File: src/pkg/epa_defines.svh
// constants of the exception priority arbiter
`ifndef EPA_DEFINES_SVH
`define EPA_DEFINES_SVH
`define EPA_NPOS 64
`define EPA_NIRQ 48
`define EPA_IRQ_IMPL 48'h083F_F1FF_C1FF
`define EPA_POS_TOP 6'h00
`define EPA_POS_RESET 6'h01
`define EPA_POS_NMI 6'h02
`define EPA_POS_HARD 6'h03
`define EPA_POS_MEM 6'h04
`define EPA_POS_BUS 6'h05
`define EPA_POS_USAGE 6'h06
`define EPA_POS_SVC 6'h0B
`define EPA_POS_DBG 6'h0C
`define EPA_POS_PSV 6'h0E
`define EPA_POS_TICK 6'h0F
`define EPA_POS_IRQ0 6'h10
`define EPA_POS_BASE 6'h00
`define EPA_KEY_NMI 4'h1
`define EPA_KEY_HARD 4'h2
`define EPA_KEY_SET 4'h3
`define EPA_KEY_NONE 4'hF
`define EPA_PRIO_RST 3'h0
`define EPA_PRIO_ALL 3'h7
`define EPA_STK_CYC 4'h8
`define EPA_UNSTK_CYC 4'h8
`define EPA_CHAIN_CYC 4'h3
`define EPA_CNT_LAST 4'h1
`define EPA_SP_ONE 4'h1
`endif

File: src/pkg/epa_pkg.sv
// types of the exception priority arbiter
package epa_pkg;
  // arbiter sequencing states
  typedef enum logic [2:0] {
    EPA_BOOT_SP = 3'b000,
    EPA_BOOT_VEC = 3'b001,
    EPA_RUN = 3'b010,
    EPA_PUSH = 3'b011,
    EPA_POP = 3'b100,
    EPA_CHAIN = 3'b101
  } epa_state_t;
  // synchronous event pulses from the core
  typedef struct packed {
    logic mem_fault;
    logic bus_precise;
    logic bus_imprecise;
    logic usage_fault;
    logic svc;
    logic dbg_req;
  } epa_evt_t;
  // handler enables
  typedef struct packed {
    logic mem_en;
    logic bus_en;
    logic usage_en;
    logic dbg_en;
  } epa_cfg_t;
  // priority field write
  typedef struct packed {
    logic en;
    logic [5:0] pos;
    logic [2:0] val;
  } epa_prio_wr_t;
  // orders to the processor core
  typedef struct packed {
    logic handler_mode;
    logic stack_push;
    logic stack_pop;
    logic vec_fetch;
    logic tail_chain;
    logic take;
    logic [5:0] exc_num;
  } epa_core_t;
endpackage
File: src/design/epa_arbiter.sv
// exception and interrupt prioritisation and entry sequencing
`timescale 1ns/10ps
`default_nettype none
`include "epa_defines.svh"
module epa_arbiter (
  input wire logic ref_clk_in,
  input wire logic reset_in,
  input wire logic [`EPA_NIRQ-1:0] irq_in,
  input wire logic [`EPA_NIRQ-1:0] irq_en_set_in,
  input wire logic [`EPA_NIRQ-1:0] irq_en_clr_in,
  input wire epa_pkg::epa_prio_wr_t prio_wr_in,
  input wire logic [1:0] group_in,
  input wire epa_pkg::epa_cfg_t cfg_in,
  input wire epa_pkg::epa_evt_t evt_in,
  input wire logic nmi_set_sw_in,
  input wire logic pendable_service_exception_set_sw_in,
  input wire logic tick_expire_in,
  input wire logic handler_return_in,
  output epa_pkg::epa_core_t core_out,
  output logic [`EPA_NIRQ-1:0] irq_en_out,
  output logic [`EPA_NPOS-1:0] pend_out,
  output logic [`EPA_NPOS-1:0] active_out
);
  import epa_pkg::*;

  // ****************************************
  // configuration state
  // ****************************************
  logic [2:0] prio_r [`EPA_NPOS]; // settable priority per position
  logic [`EPA_NIRQ-1:0] en_r; // interrupt enables
  logic [2:0] pmask; // pre-emption bits of a priority

  // priority fields reset to zero, written one at a time
  always_ff @(posedge ref_clk_in or posedge reset_in) begin
    if (reset_in) begin
      for (int i = 0; i < `EPA_NPOS; i++) begin
        prio_r[i] <= `EPA_PRIO_RST;
      end
    end else if (prio_wr_in.en) begin
      prio_r[prio_wr_in.pos] <= prio_wr_in.val;
    end
  end

  // enables: set wins over clear, unwired bits stay off
  always_ff @(posedge ref_clk_in or posedge reset_in) begin
    if (reset_in) begin
      en_r <= '0;
    end else begin
      en_r <= ((en_r & ~irq_en_clr_in) | irq_en_set_in) & `EPA_IRQ_IMPL;
    end
  end

  // subpriority takes the low group_in bits
  assign pmask = 3'(`EPA_PRIO_ALL << group_in);

  // ****************************************
  // per-position priority keys
  // ****************************************
  logic [3:0] full_key [`EPA_NPOS]; // ranking key, lower wins
  logic [3:0] pre_key [`EPA_NPOS]; // pre-emption key
  logic [`EPA_NPOS-1:0] settable; // position has a settable field

  // settable zero lands after the two fixed levels
  function automatic logic [3:0] key_of(input logic [5:0] pos, input logic set,
                                        input logic [2:0] p);
    if (pos == `EPA_POS_NMI) begin
      key_of = `EPA_KEY_NMI;
    end else if (pos == `EPA_POS_HARD) begin
      key_of = `EPA_KEY_HARD;
    end else if (set) begin
      key_of = `EPA_KEY_SET + {1'b0, p};
    end else begin
      key_of = `EPA_KEY_NONE;
    end
  endfunction

  localparam logic [`EPA_NIRQ-1:0] IRQ_IMPL = `EPA_IRQ_IMPL; // wired bits, indexable
  genvar g;
  generate
    for (g = 0; g < `EPA_NPOS; g++) begin : g_key
      localparam logic [5:0] POS = 6'(g);
      // reserved positions have no field
      if (g >= `EPA_POS_IRQ0) begin : g_irq
        assign settable[g] = IRQ_IMPL[g - `EPA_POS_IRQ0];
      end else begin : g_sys
        assign settable[g] = (POS == `EPA_POS_MEM) || (POS == `EPA_POS_BUS) ||
                             (POS == `EPA_POS_USAGE) || (POS == `EPA_POS_SVC) ||
                             (POS == `EPA_POS_DBG) || (POS == `EPA_POS_PSV) ||
                             (POS == `EPA_POS_TICK);
      end
      assign full_key[g] = key_of(POS, settable[g], prio_r[g]);
      assign pre_key[g] = key_of(POS, settable[g], prio_r[g] & pmask);
    end
  endgenerate

  // ****************************************
  // sequencing registers
  // ****************************************
  epa_state_t st_r; // sequencing state
  logic [3:0] cnt_r; // cycles left in a stacking phase
  logic [5:0] cur_r; // running exception, zero is base level
  logic [5:0] tgt_r; // exception being entered
  logic [5:0] nest_r [16]; // pre-empted exceptions
  logic [3:0] sp_r; // nest depth
  logic [`EPA_NPOS-1:0] pend_r; // pending bits
  logic [`EPA_NPOS-1:0] active_r; // active bits

  // ****************************************
  // winner selection
  // ****************************************
  logic [5:0] best; // highest ranked pending position
  logic [3:0] best_key; // its ranking key
  logic [3:0] cur_pre; // pre-emption key of running level
  logic [3:0] ret_pre; // pre-emption key after a return
  logic [5:0] ret_to; // exception resumed after a return

  // strict compare in rising order keeps the lower position
  always_comb begin
    best = `EPA_POS_BASE;
    best_key = `EPA_KEY_NONE;
    for (int i = 1; i < `EPA_NPOS; i++) begin
      if (pend_r[i] && (full_key[i] < best_key)) begin
        best = 6'(i);
        best_key = full_key[i];
      end
    end
  end

  // base level is below every exception
  assign cur_pre = (cur_r == `EPA_POS_BASE) ? `EPA_KEY_NONE : pre_key[cur_r];
  assign ret_to = (sp_r == '0) ? `EPA_POS_BASE : nest_r[sp_r - `EPA_SP_ONE];
  assign ret_pre = (ret_to == `EPA_POS_BASE) ? `EPA_KEY_NONE : pre_key[ret_to];

  // ****************************************
  // sequencing decisions
  // ****************************************
  logic ret_ok; // a handler finishes
  logic chain_c; // tail-chain into next handler
  logic pop_c; // unstack to the resumed level
  logic preempt_c; // pre-empt running level
  logic take_c; // an exception is activated now

  assign ret_ok = (st_r == EPA_RUN) && handler_return_in && (cur_r != `EPA_POS_BASE);
  // only the pre-emption part may interrupt
  assign chain_c = ret_ok && (best_key != `EPA_KEY_NONE) &&
                   (pre_key[best] < ret_pre);
  assign pop_c = ret_ok && !chain_c;
  assign preempt_c = (st_r == EPA_RUN) && !ret_ok && (best_key != `EPA_KEY_NONE) &&
                     (pre_key[best] < cur_pre);
  assign take_c = chain_c || preempt_c;

  // ****************************************
  // fault routing
  // ****************************************
  logic mem_blk; // memory fault cannot activate
  logic bus_blk; // bus fault cannot activate
  logic usg_blk; // usage fault cannot activate
  logic svc_blk; // service call cannot activate
  logic escalate; // a fault goes to hard fault
  logic [`EPA_NPOS-1:0] set_c; // pend requests this cycle
  logic [`EPA_NPOS-1:0] clr_c; // pend clears this cycle

  // disabled or not above the running level
  assign mem_blk = !cfg_in.mem_en || (pre_key[`EPA_POS_MEM] >= cur_pre);
  assign bus_blk = !cfg_in.bus_en || (pre_key[`EPA_POS_BUS] >= cur_pre);
  assign usg_blk = !cfg_in.usage_en || (pre_key[`EPA_POS_USAGE] >= cur_pre);
  assign svc_blk = pre_key[`EPA_POS_SVC] >= cur_pre;
  assign escalate = (evt_in.mem_fault && mem_blk) || (evt_in.bus_precise && bus_blk) ||
                    (evt_in.usage_fault && usg_blk) || (evt_in.svc && svc_blk) ||
                    (evt_in.bus_imprecise && !cfg_in.bus_en);

  // requests that set pending bits
  always_comb begin
    clr_c = '0;
    if (take_c) begin
      clr_c[best] = 1'b1;
    end
    set_c = '0;
    set_c[`EPA_POS_NMI] = nmi_set_sw_in;
    set_c[`EPA_POS_HARD] = escalate;
    set_c[`EPA_POS_MEM] = evt_in.mem_fault && !mem_blk;
    // precise pends only if it can run, imprecise waits its turn
    set_c[`EPA_POS_BUS] = (evt_in.bus_precise && !bus_blk) ||
                          (evt_in.bus_imprecise && cfg_in.bus_en);
    set_c[`EPA_POS_USAGE] = evt_in.usage_fault && !usg_blk;
    set_c[`EPA_POS_SVC] = evt_in.svc && !svc_blk;
    set_c[`EPA_POS_DBG] = evt_in.dbg_req && cfg_in.dbg_en;
    set_c[`EPA_POS_PSV] = pendable_service_exception_set_sw_in;
    set_c[`EPA_POS_TICK] = tick_expire_in;
    // level requests, not repended while being taken or served
    set_c[`EPA_NPOS-1:`EPA_POS_IRQ0] = irq_in & en_r & ~active_r[`EPA_NPOS-1:`EPA_POS_IRQ0] &
                                       ~clr_c[`EPA_NPOS-1:`EPA_POS_IRQ0];
  end

  // ****************************************
  // pending and active bits
  // ****************************************
  // a system exception request in the clearing cycle is kept, an interrupt request is masked by clr_c
  always_ff @(posedge ref_clk_in or posedge reset_in) begin
    if (reset_in) begin
      pend_r <= '0;
    end else begin
      pend_r <= (pend_r & ~clr_c) | set_c;
    end
  end

  // active set on activation, cleared on return
  always_ff @(posedge ref_clk_in or posedge reset_in) begin
    if (reset_in) begin
      active_r <= '0;
    end else begin
      if (ret_ok) begin
        active_r[cur_r] <= 1'b0;
      end
      if (take_c) begin
        active_r[best] <= 1'b1;
      end
    end
  end

  // ****************************************
  // entry and return sequencing
  // ****************************************
  logic hmode_r; // core in handler mode
  logic push_r; // stacking pushes running
  logic pop_r; // unstacking running
  logic fetch_r; // vector fetch running
  logic chain_r; // tail-chain entry running
  logic take_r; // activation pulse
  logic [5:0] vec_r; // position being fetched or served

  // state, counters and the orders to the core
  always_ff @(posedge ref_clk_in or posedge reset_in) begin
    if (reset_in) begin
      st_r <= EPA_BOOT_SP;
      cnt_r <= '0;
      cur_r <= `EPA_POS_BASE;
      tgt_r <= `EPA_POS_BASE;
      sp_r <= '0;
      hmode_r <= 1'b0;
      push_r <= 1'b0;
      pop_r <= 1'b0;
      fetch_r <= 1'b1;
      chain_r <= 1'b0;
      take_r <= 1'b0;
      vec_r <= `EPA_POS_TOP;
    end else begin
      take_r <= take_c;
      case (st_r)
        // stack top fetched first, then the reset vector
        EPA_BOOT_SP: begin
          vec_r <= `EPA_POS_RESET;
          st_r <= EPA_BOOT_VEC;
        end
        // reset drops to the base level
        EPA_BOOT_VEC: begin
          fetch_r <= 1'b0;
          vec_r <= `EPA_POS_BASE;
          st_r <= EPA_RUN;
        end
        EPA_RUN: begin
          if (chain_c) begin
            // next handler entered without unstack or stack
            tgt_r <= best;
            vec_r <= best;
            chain_r <= 1'b1;
            fetch_r <= 1'b1;
            cnt_r <= `EPA_CHAIN_CYC;
            st_r <= EPA_CHAIN;
          end else if (pop_c) begin
            // restore state of the resumed level
            pop_r <= 1'b1;
            cnt_r <= `EPA_UNSTK_CYC;
            st_r <= EPA_POP;
          end else if (preempt_c) begin
            // save the running level and fetch in parallel
            tgt_r <= best;
            vec_r <= best;
            push_r <= 1'b1;
            fetch_r <= 1'b1;
            cnt_r <= `EPA_STK_CYC;
            st_r <= EPA_PUSH;
          end
        end
        EPA_PUSH: begin
          cnt_r <= cnt_r - `EPA_CNT_LAST;
          if (cnt_r == `EPA_CNT_LAST) begin
            nest_r[sp_r] <= cur_r;
            sp_r <= sp_r + `EPA_SP_ONE;
            cur_r <= tgt_r;
            hmode_r <= 1'b1;
            push_r <= 1'b0;
            fetch_r <= 1'b0;
            st_r <= EPA_RUN;
          end
        end
        EPA_CHAIN: begin
          cnt_r <= cnt_r - `EPA_CNT_LAST;
          if (cnt_r == `EPA_CNT_LAST) begin
            cur_r <= tgt_r;
            hmode_r <= 1'b1;
            chain_r <= 1'b0;
            fetch_r <= 1'b0;
            st_r <= EPA_RUN;
          end
        end
        EPA_POP: begin
          cnt_r <= cnt_r - `EPA_CNT_LAST;
          if (cnt_r == `EPA_CNT_LAST) begin
            cur_r <= ret_to;
            vec_r <= ret_to;
            sp_r <= (sp_r == '0) ? sp_r : sp_r - `EPA_SP_ONE;
            hmode_r <= ret_to != `EPA_POS_BASE;
            pop_r <= 1'b0;
            st_r <= EPA_RUN;
          end
        end
        default: begin
          st_r <= EPA_RUN;
        end
      endcase
    end
  end

  // ****************************************
  // outputs
  // ****************************************
  assign core_out.handler_mode = hmode_r;
  assign core_out.stack_push = push_r;
  assign core_out.stack_pop = pop_r;
  assign core_out.vec_fetch = fetch_r;
  assign core_out.tail_chain = chain_r;
  assign core_out.take = take_r;
  assign core_out.exc_num = vec_r;
  assign irq_en_out = en_r;
  assign pend_out = pend_r;
  assign active_out = active_r;
endmodule
`default_nettype wire

File: config.mk
export PLATFORM = sky130hd
export DESIGN_NAME = epa_arbiter
export DESIGN_NICKNAME = d
export VERILOG_FILES = /design/src/pkg/epa_pkg.sv /design/src/design/epa_arbiter.sv
export VERILOG_INCLUDE_DIRS = /design/src /design/src/pkg
export SDC_FILE = /design/constraint.sdc
export NUM_CORES = 2
export LEC_CHECK = 0
export ABC_AREA = 1
export BUFFER_PORTS_ARGS = -buffer_cell sky130_fd_sc_hd__buf_2
export CAP_MARGIN = 10
export CORE_MARGIN = 4
export CORE_UTILIZATION = 50
export CTS_BUF_LIST = sky130_fd_sc_hd__clkbuf_2 sky130_fd_sc_hd__clkbuf_4 sky130_fd_sc_hd__clkbuf_8
export DETAILED_ROUTE_END_ITERATION = 10
export HOLD_SLACK_MARGIN = 0.08
export PLACE_DENSITY_LB_ADDON = 0.2
export SLEW_MARGIN = 15
export SYNTH_ARGS = -nofsm -noshare
export SYNTH_HDL_FRONTEND = slang
export SYNTH_SLANG_ARGS = --single-unit
File: constraint.sdc
create_clock -name ref_clk_in -period 45.2 [get_ports ref_clk_in]
set_input_delay 0 -clock ref_clk_in [delete_from_list [all_inputs] [get_ports ref_clk_in]]
set_output_delay 0 -clock ref_clk_in [all_outputs]
set_load 0.1 [all_outputs]
### Word level (Yosys, flattened, before mapping)

Memories as Yosys holds them, arrays and structs flattened.
Index checks and enable logic that the tools add are counted.

* RAM bits: 96
* bits of input ports: 172
* output and inout port bits: 188
* logic and storage cells: 628
* flip-flop bits (word level): 386
* memories kept: 1

Memory list
* nest_r: words 16, bits a word 6, rd ports 1, clocked after Yosys merged registers in 0, wr ports 1, line epa_arbiter.sv:103 `logic [5:0] nest_r [16];`

* reductions and logical operators: 130
* shift operators: 1
* add/subtract/negate cells: 79
* bitwise operators: 56
* multiplexer cells: 184
* eq/ne operators: 22
* order comparisons: 76

Operators with widths (number)
* $mux 6: 66
* $add 2x3->4 const A: 76
* $mux 4: 76
* $bwmux 192: 1
* $mux 64: 3
* $lt 4x4->1: 40
* $and 64x64->64: 2
* $not 64->64: 2
* $or 64x64->64: 2
* $and 3x3->3: 38
* $and 48x48->48: 2
* $not 48->48: 2
* $lt 4x4->1 const A: 22
* $logic_and 1x1->1: 84
* $bmux 4 s6: 3
* $and 48x44->48: 1
* $and 44x44->44: 1
* $not 44->44: 1
* $or 44x44->44: 1
* $ge 7x7->1 const B: 4
* $not 6->7: 4
* $pmux 6 s4: 1
* $ne 2x2->1 const B: 10
* $demux 3 s6: 1
* other kinds (39): 105

### Longest topological paths before layout

* word-level depth: 195
* gate-level depth with buffers: 287
* depth with buffers taken out: 282

### Worst setup path before layout

OpenSTA, ideal clock, no wires.

* path type: register to register
* start: reg pend_r[4], in the netlist pend_out[4]
* end: reg pend_r[30], in the netlist pend_out[30]
* slack: 10.865 ns
* library setup time: 0.123 ns
* required time: 45.077 ns
* buffers on the path: 6
* arrival: 34.212 ns
* period minus slack after synthesis: 34.335 ns
* stages on the path, launching flop included: 243
* path through: dfrtp_1 -> inv_1 -> nor2_1 -> nand2_1 -> nand2_1 -> ha_1 -> o21ai_0 -> nand2_1 -> nand2_2 -> nand2_4 -> inv_1 -> nand2_1 -> o21ai_0 -> ha_1 -> nand2_1 -> nor2_1 -> nand2_1 -> nand2_4 -> (+207 left out) -> a211oi_1 -> nand2_4 -> buf_12 -> nand4_2 -> inv_1 -> clkbuf_8 -> a221oi_1 -> o211ai_1 -> nand3_1 -> a31oi_1 -> ha_1 -> a2111oi_2 -> nand2_8 -> nand2_4 -> buf_12 -> nand2_8 -> nor2_1 -> nor2_1

* cells in the longest elaborated chain, start to end: 190
* elaborated cells between the ends (all ways): 262
* classes of those cells: order compare: 63; eq/ne: 1; mux: 126; bitwise: 6; reduce/logical: 66

RTL lines
* start, declared: line epa_arbiter.sv:105 `` logic [`EPA_NPOS-1:0] pend_r; ``
* start signal, assigned: line epa_arbiter.sv:203 `pend_r <= (pend_r & ~clr_c) | set_c;`
* $logic_and 1x1->1 (*): line epa_arbiter.sv:122 `if (pend_r[i] && (full_key[i] < best_key)) begin`
* $mux 4: line epa_arbiter.sv:122
* $lt 4x4->1: line epa_arbiter.sv:122
* $logic_and 1x1->1: line epa_arbiter.sv:122
* $mux 4: line epa_arbiter.sv:122
* $lt 4x4->1: line epa_arbiter.sv:122
* $logic_and 1x1->1: line epa_arbiter.sv:122
* $mux 4: line epa_arbiter.sv:122
* (+173 left out)
* $mux 4 (not written as such) (2 in series): line epa_arbiter.sv:146, epa_arbiter.sv:149
* $lt 4x4->1 (on tied branches): line epa_arbiter.sv:146, epa_arbiter.sv:149
* $logic_and 1x1->1 (on tied branches): line epa_arbiter.sv:145, epa_arbiter.sv:148
* $logic_or 1x1->1: line epa_arbiter.sv:150 `assign take_c = chain_c || preempt_c;`
* $mux 64 (*): line epa_arbiter.sv:175 `if (take_c) begin`
* $not 64->64 or $not 48->48 (tied branches): line epa_arbiter.sv:203, epa_arbiter.sv:192
* $and 64x64->64 or $and 48x48->48 (tied branches): line epa_arbiter.sv:203, epa_arbiter.sv:191
* $or 64x64->64 (*): line epa_arbiter.sv:203

Mark *: on every way between the ends. The rest lies on a longest branch, timed or not. The select of a mux whose other input is x is not followed.
A chain may end at the register's enable or synchronous reset.

### Worst setup path in the final report

* start: reg pend_r[2], in the netlist pend_out[2]
* end: reg pend_r[12], in the netlist pend_out[12]

* cells in the longest elaborated chain, start to end: 195
* elaborated cells between the ends (all ways): 267
* classes of those cells: order compare: 65; eq/ne: 1; mux: 130; bitwise: 4; reduce/logical: 67

RTL lines (line)
* $mux 4: epa_arbiter.sv:122
* $lt 2x4->1: epa_arbiter.sv:122
* $logic_and 1x1->1: epa_arbiter.sv:122
* $mux 4: epa_arbiter.sv:122
* $lt 4x4->1: epa_arbiter.sv:122
* $logic_and 1x1->1: epa_arbiter.sv:122
* $mux 4: epa_arbiter.sv:122
* $lt 4x4->1: epa_arbiter.sv:122
* (+178 left out)
* $mux 4 (not written as such) (2 in series): epa_arbiter.sv:146, epa_arbiter.sv:149
* $lt 4x4->1 (on tied branches): epa_arbiter.sv:146, epa_arbiter.sv:149
* $logic_and 1x1->1 (on tied branches): epa_arbiter.sv:145, epa_arbiter.sv:148
* $logic_or 1x1->1: epa_arbiter.sv:150
* $mux 64 (*): epa_arbiter.sv:175
* $not 64->64 (*): epa_arbiter.sv:203
* $and 64x64->64 (*): epa_arbiter.sv:203
* $or 64x64->64 (*): epa_arbiter.sv:203

Marks and branches as above.

==> parameters.txt <==
Parameter                              Value

Worst setup path
  Crit path largest cell delay ... between 600 and 700 ps
  CP startpoint kind ... register
  Startpoint of the worst register-to-register path ... pend_out[2]
  Largest fanout of any net on the critical path ... 25
  Data required time at the worst endpoint ... 45770 ps
  Data arrival time at the worst-slack endpoint ... 42320 ps
  Start point of the critical path ... pend_out[2]
  Register-to-register path setup slack ... 3460 ps
  Dominant cell type by count on the critical path ... sky130_fd_sc_hd__nand2_1
  Critical path class ... register to register
  Endpoint type of the worst setup path ... register
  Critical Path Slowest Stage Cell ... sky130_fd_sc_hd__a2111oi_4

Route
  Vias ... 31.61k
  DRT Wirelength ... 121.8 mm
  Avg WL per Cell ... 21.99 um
  Drt pass-1 iters ... 8
  Total DRC errors in the routed layout ... 0
  Number of DRC violations after detailed-routing iteration 0 ... 3442
  Via density per instance ... roughly 5.7
  Antenna violation net count after detailed routing ... 0

Clock tree
  Clock transition at path regs ... approximately 60 ps
  Source-to-sink clock delay at the later pin of the worst-skew pair ... ~700 ps
  H-tree level count ... 3
  Post-CTS Repair Setup Buffers ... 0
  CTS Buf Count ... 74
  Clock tree from TritonCTS ... built
  Clock net sink count ... 404
  Buffer levels on the longest clock path ... 3
  Clk Tree Root Cell ... sky130_fd_sc_hd__clkbuf_8

Synthesis
  Number of standard cells after synthesis ... 4160
  Sequential fraction of the synthesis area ... 0.3411
  Primary flip-flop cell chosen by synthesis mapping ... sky130_fd_sc_hd__dfrtp_1
  #FFs+latches synth ... slightly above 400
  Warning count from the yosys run ... 0
  Share of synthesized area spent on multiplexers ... 0
  Number of distinct library cells after synthesis ... 70
  Synthesized-area fraction occupied by adder cells ... 0.07212
  Fraction of the mapped netlist area in simple logic gates ... 0.2684
  Share of the synthesized area in compound gates (AO/OA/AOI/OAI) ... 0.1839
  Mean post-synth cell area ... between 7 and 8 um2
  Xor and xnor area share after synthesis ... 0.02228
  FFs w/ async S/R, synth ... 0.7624
  Synth area leaders ... sky130_fd_sc_hd__dfrtp_1 (25%), sky130_fd_sc_hd__nand2_1 (9.3%), sky130_fd_sc_hd__edfxtp_1 (9.3%), sky130_fd_sc_hd__ha_1 (7.2%), sky130_fd_sc_hd__inv_1 (7.1%)
  Dominant combinational cell family by area after synthesis ... simple AND/OR/NAND/NOR gates
  Post-synth EDFFs ... 96
  Cell type contributing the most total cell area after synthesis ... sky130_fd_sc_hd__dfrtp_1
  Area share of the largest cell type after synthesis ... 0.2474
  Post-Syn Area ... 31050 um2

Layout
  Layout Cells excl Fill ... approximately 5.5k
  Most common cell after layout, fill and taps aside ... sky130_fd_sc_hd__nand2_1
  Fraction of final layout cells sized beyond drive strength 1 ... 0.1800
  Layout Area Growth over Synthesis ... 18.19%
  Top library cells by usage in the layout, fill and taps aside ... sky130_fd_sc_hd__nand2_1 (771), sky130_fd_sc_hd__inv_1 (581), sky130_fd_sc_hd__nor2_1 (395)
  Util after Layout ... 0.5958
  Flip-flop and latch area ... 10590 um2
  Final nets ... 4994
  Number of filler cells placed in the layout ... between 5k and 6k
  Area taken by multi-input logic gates ... 17120 um2

Placed design
  Count of input and output buffers ... just under 300
  Global placer's final weighted congestion ... 1.026
  Cell Count Post-Placement ... 5203
  Hpwl dp ... 85.99 mm

Timing
  Slew @ Worst Pin ... around 1300 ps
  Fmax ... between 20 and 25 MHz
  Max-slew violation total from the final report ... 0
  Largest clock skew in the final design ... between 30 and 40 ps
  Shortest period the worst path allows ... 41740 ps
  Fin. Hold Viols ... 0
  Final cycle utilization of the critical path ... 0.9235
  Setup-failing EPs final ... 0
  Worst rel slew slack ... 0.1475
  Total negative slack ... 0 ps
  RSZ-0062 raised after global routing ... no

Floorplanning
  Die outline area ... 66160 um2
  Horizontal die dimension ... 257.2 um
  Number of placed I/O pins ... between 300 and 400
  Die Ht ... 257.2 um
  Initial cell density of the core ... 0.5041
  Number of placement rows ... 91
  Area of the core ... about 62000 um2

Run
  Max-cap check violation count ... 0

Hold path
  Launch instance of the worst min-delay path ... irq_in[6]
  Hold Crit Class ... input port to register

Outcome
  Result of the run ... complete, no violations

Global route
  Maximum number of pins on one net before global-route repair ... 155
  Residual overflow from global routing ... 0
  Number of antenna violations at the first check in global routing ... 4
  Global-route wire length before repair ... 181.6 mm
  All-layer global routing usage ... 0.3558
  Vias in the first global route ... 29.80k
## cell type report
class | count | area share
inverters | 642 | 0.06835
well taps | 837 | 0.02853
multi-input cells | 2980 | 0.4665
repair buffers | 541 | 0.1048
clock inverters | 20 | 0.004807
diodes | 2 | 0.0001364
clock buffers | 113 | 0.03828
flip-flops and latches | 404 | 0.2886
## routing by layer
layer / GRT usage / part of all wire
met1: 0.4723 / 0.41
met2: 0.5495 / 0.44
met3: 0.07608 / 0.090
met4: 0.1849 / 0.063
met5: 0 / 0.00011
## cell families after synthesis
| family | Yosys count |
|---|---|
| compound gates | 946 |
| buf+inv | 793 |
| xor+xnor | 79 |
| fa+ha+maj | 179 |
| flops | 404 |
| other cells | 1 |
| simple gates | 1758 |
## metrics by stage
step                      setup slack [ps]  hold slack [ps]  area (um2)
after floorplan                      10860            98.22       31110
after global placement                3864            179.8       33060
after detailed placement              3349            184.6       33060
after CTS                             2816            86.12       36640
after global routing                 75.45            124.4       36700
final                                 3457            119.7       36700
## registers in the layout, summed over array words and instances (netlist names)
register    cells
fetch_r         1
active_out     64
take_r          1
vec_r           6
nest_r         96
st_r            3
prio_r        114
tgt_r           6
hmode_r         1
cnt_r           4
chain_r         1
pend_out       64
cur_r           6
pop_r           1
sp_r            4
push_r          1
irq_en_out     31
## worst paths after layout
kind	depth (start not counted)	to
max in group asynchronous	5	pend_out[62]
max reg2reg	240	pend_out[12]
min in group asynchronous	4	push_r
min reg2reg	0	pend_out[9]
min	4	pend_out[22]
max	240	pend_out[12]
## worst max-delay path: cells and delay by family, from the launching register on
family,cells,cell delay (ps)
adder cells (fa/ha/maj),38,11620
AO/OA/AOI/OAI,43,12730
AND/OR/NAND/NOR,143,14420
buffers and inverters,16,2250
flip-flops,1,440
## cells in the mapped netlist (all sizes together) (55+ instances only)
cell type / number
o22ai: 58
edfxtp: 96
o21ai: 418
nand2: 966
dfrtp: 307
a21oi: 194
clkbuf: 103
nor2: 443
ha: 179
inv: 622
xor2: 55
nand3: 316
## timing repair
| item | in CTS | in global routing |
|---|---|---|
| endpoints found under the setup margin | 0 | 88 |
| resized for setup | 0 | 9 |
| hold buffers | 200 | 0 |
| hold endpoints to repair | 367 | 0 |
Power is left out: the tool's default activity adds up to more than one toggle a clock period on the data nets, which glitch-free logic cannot reach.
